--- src/verilog/tsq_pkg.sv ---
`default_nettype none
package tsq_pkg;

  // Register byte offsets
  localparam logic [7:0] OFF_CTRL   = 8'h00;
  localparam logic [7:0] OFF_CODES  = 8'h04;
  localparam logic [7:0] OFF_LOOP   = 8'h08;
  localparam logic [7:0] OFF_LOOPOP = 8'h0c;
  localparam logic [7:0] OFF_SLOTS  = 8'h10;
  localparam logic [7:0] OFF_CMD    = 8'h14;
  localparam logic [7:0] OFF_STATUS = 8'h18;

  // Field positions
  localparam int CTRL_FWD_BIT     = 0;
  localparam int CTRL_GPIO_BIT    = 1;
  localparam int CTRL_TTL_LSB     = 2;
  localparam int CODES_FWD_LSB    = 0;
  localparam int CODES_REV_LSB    = 4;
  localparam int LOOPOP_INC_BIT   = 0;
  localparam int LOOPOP_DEC_BIT   = 1;
  localparam int CMD_OP_LSB       = 0;
  localparam int CMD_SLOT_LSB     = 4;
  localparam int CMD_BIT_LSB      = 8;
  localparam int STAT_SLOT_LSB    = 0;
  localparam int STAT_TAKEN_BIT   = 4;
  localparam int STAT_REFUSED_BIT = 5;
  localparam int STAT_HELD_BIT    = 6;
  localparam int STAT_PASS_BIT    = 7;
  localparam int STAT_BUSY_BIT    = 8;

  // Widths and limits
  localparam int         CODE_W       = 3;
  localparam int         NUM_SLOTS    = 6;
  localparam int         PAR_IN_W     = 5;
  localparam logic [2:0] SLOT_MIN     = 3'h1;
  localparam logic [2:0] SLOT_MAX     = 3'h6;
  localparam logic [2:0] BIT_SEL_MAX  = 3'h4;

  // Reset values
  localparam logic [2:0] FWD_CODE_RST = 3'h7;
  localparam logic [2:0] REV_CODE_RST = 3'h0;
  localparam logic [2:0] SLOT_RST     = 3'h1;

  // Timing
  localparam int CLK_PERIOD_NS = 25;
  localparam int PULSE_NS      = 1000;
  localparam int PULSE_CYC     = (PULSE_NS + CLK_PERIOD_NS - 1) / CLK_PERIOD_NS;
  localparam int PULSE_CW      = $clog2(PULSE_CYC + 1);

  typedef enum logic [1:0] {TTL_HIGH, TTL_LOW, TTL_PULSE_HIGH, TTL_PULSE_LOW} tsq_ttl_mode_t;
  typedef enum logic [2:0] {OP_NONE, OP_JUMP, OP_PASS, OP_FAIL, OP_CNT_ZERO, OP_CNT_NZ, OP_BIT_HIGH,
                            OP_BIT_LOW} tsq_op_t;
  typedef enum logic [1:0] {STB_VALID, STB_HOLD, STB_SETTLE} tsq_stb_t;

endpackage
`default_nettype wire

--- src/verilog/tsq_ttl_if.sv ---
`timescale 1ns/10ps
`default_nettype none
interface tsq_ttl_if;
  tsq_pkg::tsq_ttl_mode_t mode;
  logic                   sweep_end;
  logic                   level;
  modport ctl (output mode, output sweep_end, input level);
  modport gen (input mode, input sweep_end, output level);
endinterface
`default_nettype wire

--- src/verilog/tsq_ttl_out.sv ---
`timescale 1ns/10ps
`default_nettype none
module tsq_ttl_out (
  input  wire logic pclk,
  input  wire logic presetn,
  tsq_ttl_if.gen    ttl
);
  import tsq_pkg::*;

  typedef struct packed {
    logic                level;
    logic                busy;
    logic [PULSE_CW-1:0] cnt;
  } tsq_ttl_state_t;

  tsq_ttl_state_t s_reg;
  tsq_ttl_state_t s_next;

  always_comb begin
    s_next = s_reg;
    case (ttl.mode)
      TTL_HIGH: begin
        s_next.level = 1'b1;
        s_next.busy  = 1'b0;
      end
      TTL_LOW: begin
        s_next.level = 1'b0;
        s_next.busy  = 1'b0;
      end
      default: begin
        // Retrigger restarts the pulse rather than stretching it
        if (ttl.sweep_end) begin
          s_next.busy  = 1'b1;
          s_next.cnt   = PULSE_CW'(PULSE_CYC - 1);
          s_next.level = (ttl.mode == TTL_PULSE_HIGH);
        end else if (s_reg.busy && s_reg.cnt != '0) begin
          s_next.cnt = s_reg.cnt - 1'b1;
        end else begin
          s_next.busy  = 1'b0;
          s_next.level = (ttl.mode == TTL_PULSE_LOW);
        end
      end
    endcase
  end

  always_ff @(posedge pclk or negedge presetn) begin
    if (!presetn) begin
      s_reg <= '{level: 1'b1, busy: 1'b0, cnt: '0};
    end else begin
      s_reg <= s_next;
    end
  end

  assign ttl.level = s_reg.level;
endmodule
`default_nettype wire

--- src/verilog/tsq_top.sv ---
// Operation
// - Code line two is high for fixture codes four through seven.
// - Code line one is high for codes two, three, six, seven.
// - Code line zero is high for odd fixture codes.
// - Valid strobe is low only while code lines are valid.
// - Direction line high for forward, low for reverse measurement.
// - New sweeps wait while the sweep-delay input is asserted.
// - Forward code resets to seven; six clears line zero, seven restores.
// - Sequencing TTL level is mirrored on a port line.
// - Limit-test result output is mirrored on a port line.
// - TTL output: static high, static low, high or low end-sweep pulse.
// - Decision commands jump one-way only when their condition holds.
// - Branch target is slot one to six, picked by its number.
// - Branch only to a slot that holds a sequence.
// - Jump to the running slot restarts it from its first command.
// - Input-bit decisions work only in general-purpose port mode.
// - Pass and fail decisions jump on the latest limit result.
// - Loop counter can be loaded, incremented and decremented.
// - Counter zero and nonzero decisions jump, possibly restarting itself.
// - Loop counter value is readable for title suffixes.
// - Separate forward and reverse codes; active direction picks output.
// - Input decision tests one selected port bit from zero to four.
`timescale 1ns/10ps
`default_nettype none
module tsq_top #(
  parameter int LOOP_W = 17
) (
  input  wire logic                    pclk,
  input  wire logic                    presetn,
  input  wire logic [7:0]              paddr,
  input  wire logic                    psel,
  input  wire logic                    penable,
  input  wire logic                    pwrite,
  input  wire logic [31:0]             pwdata,
  output logic [31:0]                  prdata,
  output logic                         pready,
  output logic                         pslverr,
  output logic [tsq_pkg::CODE_W-1:0]   fixture_code,
  output logic                         fixture_valid_n,
  output logic                         fwd_indicator,
  input  wire logic                    sweep_delay,
  output logic                         ttl_seq_out,
  output logic                         ttl_seq_mirror,
  output logic                         limit_mirror,
  input  wire logic                    limit_out,
  input  wire logic                    limit_done,
  input  wire logic                    limit_pass,
  input  wire logic                    sweep_req,
  input  wire logic                    sweep_end,
  output logic                         sweep_go,
  input  wire logic [tsq_pkg::PAR_IN_W-1:0] par_in,
  output logic [2:0]                   exec_slot,
  output logic                         exec_restart
);
  import tsq_pkg::*;

  typedef struct packed {
    logic                  fwd;
    logic                  gpio;
    tsq_ttl_mode_t         ttl_mode;
    logic [CODE_W-1:0]     fwd_code;
    logic [CODE_W-1:0]     rev_code;
    logic [LOOP_W-1:0]     loop_cnt;
    logic [NUM_SLOTS-1:0]  slot_mask;
    logic [2:0]            exec_slot;
    logic                  restart;
    logic                  taken;
    logic                  refused;
    logic                  pending;
    logic                  go;
    logic                  held;
    logic                  limit_pass;
    logic                  limit_mirror;
    tsq_stb_t              stb;
    logic [CODE_W-1:0]     code_out;
    logic                  valid_n;
    logic [2:0]            bit_sel;
    logic                  pready;
    logic                  pslverr;
    logic [31:0]           prdata;
  } tsq_state_t;

  tsq_state_t s_reg;
  tsq_state_t s_next;

  logic              wr_fire;
  logic              cmd_fire;
  tsq_op_t           cmd_op;
  logic [2:0]        cmd_slot;
  logic [2:0]        cmd_bit;
  logic              slot_ok;
  logic              bit_ok;
  logic              par_bit;
  logic              cond;
  logic [CODE_W-1:0] sel_code;

  tsq_ttl_if ttl_bus ();

  tsq_ttl_out u_ttl (
    .pclk    (pclk),
    .presetn (presetn),
    .ttl     (ttl_bus.gen)
  );

  assign ttl_bus.mode      = s_reg.ttl_mode;
  assign ttl_bus.sweep_end = sweep_end;

  // Write lands on the edge where the master samples pready high
  assign wr_fire  = psel && penable && pwrite && s_reg.pready && !s_reg.pslverr;
  assign cmd_fire = wr_fire && (paddr == OFF_CMD);
  assign cmd_op   = tsq_op_t'(pwdata[CMD_OP_LSB +: 3]);
  assign cmd_slot = pwdata[CMD_SLOT_LSB +: 3];
  assign cmd_bit  = pwdata[CMD_BIT_LSB +: 3];

  // Slot number, not title, selects the target
  assign slot_ok  = (cmd_slot >= SLOT_MIN) && (cmd_slot <= SLOT_MAX) &&
                    s_reg.slot_mask[cmd_slot - SLOT_MIN];
  assign bit_ok   = s_reg.gpio && (cmd_bit <= BIT_SEL_MAX);
  assign par_bit  = bit_ok ? par_in[cmd_bit] : 1'b0;

  always_comb begin
    case (cmd_op)
      OP_JUMP:     cond = 1'b1;
      OP_PASS:     cond = s_reg.limit_pass;
      OP_FAIL:     cond = !s_reg.limit_pass;
      OP_CNT_ZERO: cond = (s_reg.loop_cnt == '0);
      OP_CNT_NZ:   cond = (s_reg.loop_cnt != '0);
      OP_BIT_HIGH: cond = bit_ok && par_bit;
      OP_BIT_LOW:  cond = bit_ok && !par_bit;
      default:     cond = 1'b0;
    endcase
  end

  assign sel_code = s_reg.fwd ? s_reg.fwd_code : s_reg.rev_code;

  always_comb begin
    s_next         = s_reg;
    s_next.restart = 1'b0;
    s_next.go      = 1'b0;
    s_next.pready  = 1'b0;
    s_next.pslverr = 1'b0;

    s_next.limit_mirror = limit_out;
    if (limit_done) begin
      s_next.limit_pass = limit_pass;
    end

    // Sweep hold-off; a request arriving with the launch stays pending
    if (s_reg.pending && !sweep_delay) begin
      s_next.go      = 1'b1;
      s_next.pending = 1'b0;
    end
    if (sweep_req) begin
      s_next.pending = 1'b1;
    end
    s_next.held = sweep_delay && s_next.pending;

    // Strobe up, then lines change, then strobe down a cycle later
    case (s_reg.stb)
      STB_VALID: begin
        if (sel_code != s_reg.code_out) begin
          s_next.valid_n = 1'b1;
          s_next.stb     = STB_HOLD;
        end
      end
      STB_HOLD: begin
        s_next.code_out = sel_code;
        s_next.stb      = STB_SETTLE;
      end
      STB_SETTLE: begin
        s_next.valid_n = 1'b0;
        s_next.stb     = STB_VALID;
      end
      default: begin
        s_next.stb = STB_VALID;
      end
    endcase

    // Access phase, reads and writes: first access cycle computes ready, data and error
    if (psel && penable && !s_reg.pready) begin
      s_next.pready = 1'b1;
      s_next.prdata = '0;
      if (paddr == OFF_CTRL) begin
        s_next.prdata[CTRL_FWD_BIT]       = s_reg.fwd;
        s_next.prdata[CTRL_GPIO_BIT]      = s_reg.gpio;
        s_next.prdata[CTRL_TTL_LSB +: 2]  = s_reg.ttl_mode;
      end else if (paddr == OFF_CODES) begin
        s_next.prdata[CODES_FWD_LSB +: CODE_W] = s_reg.fwd_code;
        s_next.prdata[CODES_REV_LSB +: CODE_W] = s_reg.rev_code;
      end else if (paddr == OFF_LOOP) begin
        s_next.prdata[LOOP_W-1:0] = s_reg.loop_cnt;
      end else if (paddr == OFF_LOOPOP) begin
        s_next.prdata = '0;
      end else if (paddr == OFF_SLOTS) begin
        s_next.prdata[NUM_SLOTS-1:0] = s_reg.slot_mask;
      end else if (paddr == OFF_CMD) begin
        s_next.prdata[CMD_BIT_LSB +: 3] = s_reg.bit_sel;
      end else if (paddr == OFF_STATUS) begin
        s_next.prdata[STAT_SLOT_LSB +: 3]  = s_reg.exec_slot;
        s_next.prdata[STAT_TAKEN_BIT]      = s_reg.taken;
        s_next.prdata[STAT_REFUSED_BIT]    = s_reg.refused;
        s_next.prdata[STAT_HELD_BIT]       = s_reg.held;
        s_next.prdata[STAT_PASS_BIT]       = s_reg.limit_pass;
        s_next.prdata[STAT_BUSY_BIT]       = s_reg.valid_n;
      end else begin
        s_next.pslverr = 1'b1;
      end
    end

    if (wr_fire) begin
      if (paddr == OFF_CTRL) begin
        s_next.fwd      = pwdata[CTRL_FWD_BIT];
        s_next.gpio     = pwdata[CTRL_GPIO_BIT];
        s_next.ttl_mode = tsq_ttl_mode_t'(pwdata[CTRL_TTL_LSB +: 2]);
      end else if (paddr == OFF_CODES) begin
        s_next.fwd_code = pwdata[CODES_FWD_LSB +: CODE_W];
        s_next.rev_code = pwdata[CODES_REV_LSB +: CODE_W];
      end else if (paddr == OFF_LOOP) begin
        s_next.loop_cnt = pwdata[LOOP_W-1:0];
      end else if (paddr == OFF_LOOPOP) begin
        // Counter wraps at its width; software keeps it in range
        if (pwdata[LOOPOP_INC_BIT] && !pwdata[LOOPOP_DEC_BIT]) begin
          s_next.loop_cnt = s_reg.loop_cnt + 1'b1;
        end else if (pwdata[LOOPOP_DEC_BIT] && !pwdata[LOOPOP_INC_BIT]) begin
          s_next.loop_cnt = s_reg.loop_cnt - 1'b1;
        end
      end else if (paddr == OFF_SLOTS) begin
        s_next.slot_mask = pwdata[NUM_SLOTS-1:0];
      end else if (paddr == OFF_STATUS) begin
        if (pwdata[STAT_REFUSED_BIT]) begin
          s_next.refused = 1'b0;
        end
      end
    end

    // One-way jump: no return slot is kept
    if (cmd_fire && cmd_op != OP_NONE) begin
      s_next.bit_sel = cmd_bit;
      s_next.taken   = 1'b0;
      if (cond && slot_ok) begin
        s_next.exec_slot = cmd_slot;
        s_next.restart   = 1'b1;
        s_next.taken     = 1'b1;
      end else if ((cond && !slot_ok) ||
                   ((cmd_op == OP_BIT_HIGH || cmd_op == OP_BIT_LOW) && !bit_ok)) begin
        s_next.refused = 1'b1;
      end
    end
  end

  always_ff @(posedge pclk or negedge presetn) begin
    if (!presetn) begin
      s_reg              <= '0;
      s_reg.fwd          <= 1'b1;
      s_reg.ttl_mode     <= TTL_HIGH;
      s_reg.fwd_code     <= FWD_CODE_RST;
      s_reg.rev_code     <= REV_CODE_RST;
      s_reg.exec_slot    <= SLOT_RST;
      s_reg.stb          <= STB_VALID;
      s_reg.code_out     <= FWD_CODE_RST;
    end else begin
      s_reg <= s_next;
    end
  end

  assign prdata          = s_reg.prdata;
  assign pready          = s_reg.pready;
  assign pslverr         = s_reg.pslverr;
  assign fixture_code    = s_reg.code_out;
  assign fixture_valid_n = s_reg.valid_n;
  assign fwd_indicator   = s_reg.fwd;
  assign ttl_seq_out     = ttl_bus.level;
  assign ttl_seq_mirror  = ttl_bus.level;
  assign limit_mirror    = s_reg.limit_mirror;
  assign sweep_go        = s_reg.go;
  assign exec_slot       = s_reg.exec_slot;
  assign exec_restart    = s_reg.restart;
endmodule
`default_nettype wire

--- config.mk ---
export PLATFORM = sky130hd
export DESIGN_NAME = tsq_top
export DESIGN_NICKNAME = d
export VERILOG_FILES = /design/src/verilog/tsq_pkg.sv /design/src/verilog/tsq_ttl_if.sv /design/src/verilog/tsq_ttl_out.sv /design/src/verilog/tsq_top.sv
export SDC_FILE = /design/constraint.sdc
export NUM_CORES = 1
export LEC_CHECK = 0
export BUFFER_PORTS_ARGS = -buffer_cell sky130_fd_sc_hd__clkbuf_2
export CAP_MARGIN = 20
export CORE_MARGIN = 2
export CORE_UTILIZATION = 54
export CTS_BUF_LIST = sky130_fd_sc_hd__clkbuf_4 sky130_fd_sc_hd__clkbuf_8
export CTS_CLUSTER_DIAMETER = 120
export CTS_CLUSTER_SIZE = 12
export DETAILED_ROUTE_END_ITERATION = 10
export PLACE_DENSITY = 0.81
export SLEW_MARGIN = 5
export SYNTH_ARGS = -nofsm -noshare
export SYNTH_HDL_FRONTEND = slang
export SYNTH_SLANG_ARGS = --single-unit
export TNS_END_PERCENT = 50
--- constraint.sdc ---
create_clock -name pclk -period 4.1 [get_ports pclk]
set_input_delay 1.025 -clock pclk [delete_from_list [all_inputs] [get_ports pclk]]
set_output_delay 1.025 -clock pclk [all_outputs]
set_load 0.02 [all_outputs]
==> results of run 1 <==
synth_stat cells, types with 2 or more instances:
| master | instances | share of area [%] |
|---|---|---|
| a32oi_1 | 3 | 0.52 |
| nor2_1 | 47 | 3.5 |
| clkbuf_1 | 15 | 1.1 |
| o41ai_1 | 3 | 0.52 |
| dfstp_2 | 9 | 4.7 |
| nor4_1 | 4 | 0.50 |
| a31oi_1 | 9 | 1.1 |
| inv_1 | 15 | 1.1 |
| and2_1 | 5 | 0.62 |
| nand3_1 | 14 | 1.4 |
| and3_1 | 4 | 0.50 |
| mux2_2 | 23 | 5.1 |
| xor2_1 | 7 | 1.2 |
| o22ai_1 | 6 | 0.74 |
| buf_2 | 2 | 0.20 |
| a221oi_1 | 5 | 0.87 |
| a222oi_1 | 3 | 0.60 |
| dfrtp_1 | 71 | 35 |
| o211ai_1 | 6 | 0.89 |
| nor3_1 | 14 | 1.4 |
| nand2_1 | 53 | 3.9 |
| or3_1 | 7 | 0.87 |
| xnor2_1 | 12 | 2.1 |
| nor2b_1 | 6 | 0.74 |
| mux2_4 | 3 | 0.89 |
| a211oi_1 | 6 | 0.89 |
| a21oi_1 | 32 | 3.2 |
| buf_4 | 40 | 6.0 |
| a221o_1 | 2 | 0.40 |
| mux4_2 | 2 | 0.89 |
| nand4_1 | 4 | 0.50 |
| nand2b_1 | 2 | 0.25 |
| a22oi_1 | 5 | 0.74 |
| mux2i_1 | 7 | 1.4 |
| ha_1 | 20 | 5.0 |
| o21ai_0 | 34 | 3.4 |
| a21o_1 | 5 | 0.74 |
| nor3b_1 | 4 | 0.60 |
| a22o_1 | 6 | 1.0 |
through the flow:
| stage | area (sq um) | instances | total power, uW | hold slack, ns | setup slack [ns] |
|---|---|---|---|---|---|
| after detailed placement | 5290 | 687 | 1040 | 0.452 | 0.412 |
| after global placement | 5290 | 687 | 1030 | 0.438 | 0.474 |
| after floorplan | 5100 | 553 | 973 | 0.427 | 0.790 |
| final | 5490 | 703 | 1630 | 0.461 | 0.706 |
| after global routing | 5490 | 703 | 1700 | 0.489 | 0.577 |
| after CTS | 5490 | 703 | 1630 | 0.464 | 0.783 |
per-layer routing:
metal / vias up / part of all wire, % / global-route usage, %
met5: - / 0 / 0
met3: 23 / 7.2 / 4.58
li1: 2005 / - / -
met4: 0 / 1.8 / 7.80
met2: 196 / 46 / 39.4
met1: 2076 / 45 / 36.2
critical path: cells and delay by family:
kind	cells	cell delay, ns
AO/OA/AOI/OAI	5	1.28
adder cells (fa/ha/maj)	1	0.51
buffers and inverters	2	0.43
AND/OR/NAND/NOR	2	0.41
report_power, final:
part | internal (uW) | switching (uW)
logic | 70.8 | 137
clock network | 311 | 294
registers | 804 | 13.7
cell type report:
class | count | area [sq um] | area share (%)
well taps | 111 | 139 | 2.53
clock buffers | 11 | 145 | 2.64
flip-flops and latches | 80 | 2010 | 36.6
multi-input cells | 400 | 2650 | 48.2
inverters | 15 | 56.3 | 1.02
clock inverters | 5 | 61.3 | 1.12
repair buffers | 81 | 430 | 7.83
path summary, 6_finish.rpt:
path                                 from            to
worst max-delay path            pwdata[0]     s_reg[76]
worst min-delay path            s_reg[42]     s_reg[41]
worst max register to register    pslverr  exec_slot[2]
worst min register to register  s_reg[42]     s_reg[41]
max in group asynchronous         presetn     s_reg[57]
min in group asynchronous         presetn     s_reg[72]
logic make-up (layout without fill, tap and decap cells):
| group | after synthesis | after routing | synth area share, % |
|---|---|---|---|
| fa+ha+maj | 21 | 21 | 5.36 |
| xor+xnor | 19 | 19 | 3.30 |
| simple gates | 176 | 176 | 17.2 |
| flops | 80 | 80 | 39.9 |
| other cells | 1 | 15 | 0.0744 |
| buf+inv | 73 | 112 | 8.61 |
| mux | 35 | 35 | 8.31 |
| compound gates | 134 | 134 | 17.2 |
==> flow_summary.yaml, run 1 <==
setup_path:
  cp_slowest_cell: "o41ai_1"
  cp_max_fo: 16
  crit_type: "input pin to flop"
  rrSetupSlack_ns: 1.64
  worst_setup_path_end_kind: "flop"
  critPathMostFrequentCell: "a211oi_1"
  worst-r2r-cell-count: 4
  crit_chain: "clkbuf_2, nor2b_1, inv_1, ha_1, a21oi_1, o211ai_1, nand2_1, o41ai_1, a211oi_1, a211oi_1"
  slowest_delay_ns: 0.56
  required_ns: 4.36
  start_kind: "input pin"
  arrival_ns: 3.65
grt:
  grt.total_usage_pct: 25.3
  grt_max_degree: 81
  first_global_vias: 4033
  overflow: 0
  grt_pass1_wl_um: 20200
  antenna_found_initial: 0
timing:
  finalCritPeriodShare_pct: 82.8
  max_freq_mhz: 295
  max_slew.worst_pin.slew_ns: 0.974
  layout_min_cycle_time_ns: 3.39
  tns_ns: 0
  rsz0062_at_grt: "false"
  maxSlewHeadroom_pct: 35.1
  finalHoldViolCount: 0
  slew_viol_final: 0
  setup_violations: 0
  fin_skew_ns: 0.00728
clock_tree:
  clk_pin_slew_ns: 0.09
  clockBufferDepth: 2
  cts.sinks: 80
  postCtsHoldBufs: 0
  cts_buffers: 9
  cts_tree: "yes"
  cts-resized-gates: 0
  ctsHtreeMaxLevel: 3
  postCtsSetupBuffers: 0
  clk_latency_ns: 0.35
  root_buffer: "clkbuf_8"
layout:
  drive_gt1_share_pct: 23.6
  largest_reg_flops: 40
  final_cell_mix: "71 x dfrtp_1, 71 x clkbuf_2, 53 x nand2_1"
  final_util_pct: 60.0
  nNetsFinal: 664
  fill_cells: 756
  n_antenna_cell: 0
  synthToLayoutAreaGrowth_pct: 8.93
outcome:
  status: "completed"
floorplanning:
  core_sq_um: 9150
  fp.dieH_um: 101
  ios: 103
  die_area_sq_um: 10100
  initial_core_util_pct: 55.1
  rows: 35
  die_x_um: 101
route:
  first_pass_iters: 5
  route.detailed.drc: 0
  antenna_left: 0
  vias: 4300
  drtIter0Drc: 268
  avgRoutedWirePerCell_um: 17.6
  wirelength_um: 12300
  viasPerCell: 6.12
min_path:
  hold_depth: 1
  hp-class: "flop to flop"
place:
  port_buffers: 72
  gp_congestion: 0.900
  dp_hpwl_um: 9230
synth:
  synth.avg_cell_area_sq_um: 9.36
  seq_area_frac_synth_pct: 39.9
  synthArstFlopShare_pct: 100
  ys.warnings.count: 0
  postSynthCellCount: 539
  synth_area_sq_um: 5040
  synth_cell_types: 63
  ys.flop_type: "dfrtp_1"
  synth_edf_count: 0
  ys_seq_elements: 80
pwr:
  power_density_nw_per_um2: 297
  irDropWorstVdd_v: 0.000147
  p_leak_uw: 0.00260
run:
  cap_violations: 0
Note: power is estimated with default switching activity, not from simulation.
==> inputs of run 2 (changes only) <==
--- a/config.mk
+++ b/config.mk
@@ -8,7 +8,7 @@
 export BUFFER_PORTS_ARGS = -buffer_cell sky130_fd_sc_hd__clkbuf_2
 export CAP_MARGIN = 20
 export CORE_MARGIN = 2
-export CORE_UTILIZATION = 54
+export CORE_UTILIZATION = 52
 export CTS_BUF_LIST = sky130_fd_sc_hd__clkbuf_4 sky130_fd_sc_hd__clkbuf_8
 export CTS_CLUSTER_DIAMETER = 120
 export CTS_CLUSTER_SIZE = 12
==> constraint.sdc (replaced) <==
create_clock -name pclk -period 3.1 [get_ports pclk]
set_input_delay 0.775 -clock pclk [delete_from_list [all_inputs] [get_ports pclk]]
set_output_delay 0.775 -clock pclk [all_outputs]
set_load 0.02 [all_outputs]
==> flow_summary.yaml, run 2 (synthesis gave the netlist of run 1 again) <==
run:
  cap_violations: 0
grt:
  overflow: 0
  grt.total_usage_pct: 25.9
  grtUsageMet1_pct: 34.1
  top_usage_layer: "met2"
  globalRouteMet3Util_pct: 5.20
  antenna_found_initial: 0
  grt_max_degree: 81
  first_global_vias: 4393
  use_met2_pct: 43.1
  grt_pass1_wl_um: 21100
min_path:
  hold_path_startpoint: "s_reg[42]"
  hold_depth: 1
  hp-class: "flop to flop"
  hold_end: "s_reg[41]"
floorplanning:
  die_x_um: 102
  fp.dieH_um: 102
  ios: 103
  die_area_sq_um: 10500
  rows: 35
  core_sq_um: 9330
  initial_core_util_pct: 54.1
clock_tree:
  cts_tree: "yes"
  ctsHtreeMaxLevel: 3
  postCtsHoldBufs: 0
  cts-resized-gates: 0
  root_buffer: "clkbuf_8"
  clockBufferDepth: 2
  postCtsSetupBuffers: 0
  clk_pin_slew_ns: 0.09
  cts_buffers: 9
  clk_latency_ns: 0.37
  cts.sinks: 80
setup_path:
  start_kind: "input pin"
  r2r-end: "exec_slot[2]"
  required_ns: 3.37
  arrival_ns: 3.13
  rrSetupSlack_ns: 0.73
  worst_setup_path_end_kind: "flop"
  cp_max_fo: 7
  worst-r2r-cell-count: 6
  crit_type: "input pin to flop"
  r2r_start: "s_reg[75]"
timing:
  rsz0062_at_grt: "false"
  slew_viol_final: 0
  maxSlewHeadroom_pct: 33.3
  setup_ws_ns: 0.236
  finalCritPeriodShare_pct: 92.4
  finalHoldViolCount: 0
  hold-worst-slack_ns: 0.471
  setup_violations: 0
  layout_min_cycle_time_ns: 2.86
  max_freq_mhz: 349
  fin_skew_ns: 0.0102
  max_slew.worst_pin.slew_ns: 1.00
layout:
  nNetsFinal: 700
  largest_reg_flops: 40
  synthToLayoutAreaGrowth_pct: 14.7
  n_antenna_cell: 0
  drive_gt1_share_pct: 28.0
  final_cell_mix: "71 x dfrtp_1, 71 x clkbuf_2, 53 x nand2_1"
place:
  gp_congestion: 0.916
  pre_cts_slack_ns: -0.0934
  port_buffers: 72
  dp_hpwl_um: 10000
route:
  first_pass_iters: 7
  viasPerCell: 5.89
  antenna_left: 0
  drtIter0Drc: 523
  vias: 4462
  wirelength_um: 13300
  route.detailed.drc: 0
  avgRoutedWirePerCell_um: 17.5
pwr:
  p_leak_uw: 0.00276
  power_density_nw_per_um2: 378
  irDropWorstVdd_v: 0.000237
outcome:
  status: "completed"
## run 2: final cells by class
class                   count  area (sq um)
clock buffers               9           124
clock inverters             7          78.8
fillers                   757          3540
inverters                  15          56.3
multi-input cells         400          2650
flip-flops and latches     80          2010
well taps                 129           161
repair buffers            117           701
## run 2: stage by stage
step / instance area, sq um / setup TNS [ns] / std cells / util, % / power (uW)
floorplan: 5100 / 0 / 553 / - / 1290
global placement: 5580 / -0.0413 / 741 / 59.8 / 1390
detailed placement: 5580 / -0.200 / 741 / 59.8 / 1400
CTS: 5780 / 0 / 757 / 62.0 / 2180
global route: 5780 / 0 / 757 / 62.0 / 2260
finish: 5780 / 0 / 757 / 62.0 / 2190
## run 2: power breakdown
| part | total [uW] | switching, uW | internal (uW) |
|---|---|---|---|
| sequential | 1080 | 16.9 | 1060 |
| combinational | 303 | 188 | 115 |
| clock | 805 | 424 | 382 |
| total | 2190 | 628 | 1560 |
## run 2: worst max-delay path: stages
cell and delay [ns]:
clkbuf_2 0.09, nor2b_1 0.18, inv_1 0.19, buf_4 0.21, buf_4 0.14, ha_1 0.37, nand4_1 0.15, buf_4 0.17
o41ai_1 0.35, buf_4 0.19, a211oi_1 0.06, a211oi_1 0.26
## run 2: worst max-delay path by stage
stage | from | endpoint | slack [ns] | cells after the start
floorplan | pwdata[0] | s_reg[75] | 0.04 | 9
CTS | pwdata[0] | s_reg[75] | 0.28 | 11
detailed placement | pwdata[0] | s_reg[75] | -0.09 | 11
global placement | pwdata[0] | s_reg[75] | -0.04 | 11
finish | pwdata[0] | s_reg[76] | 0.24 | 12
global route | pwdata[0] | s_reg[76] | 0.07 | 12
## run 2: routing by layer
metal | vias to the layer above | share of wire [%]
met3 | 37 | 9.1
li1 | 2074 | -
met5 | - | 0
met1 | 2104 | 41
met2 | 247 | 47
met4 | 0 | 2.2
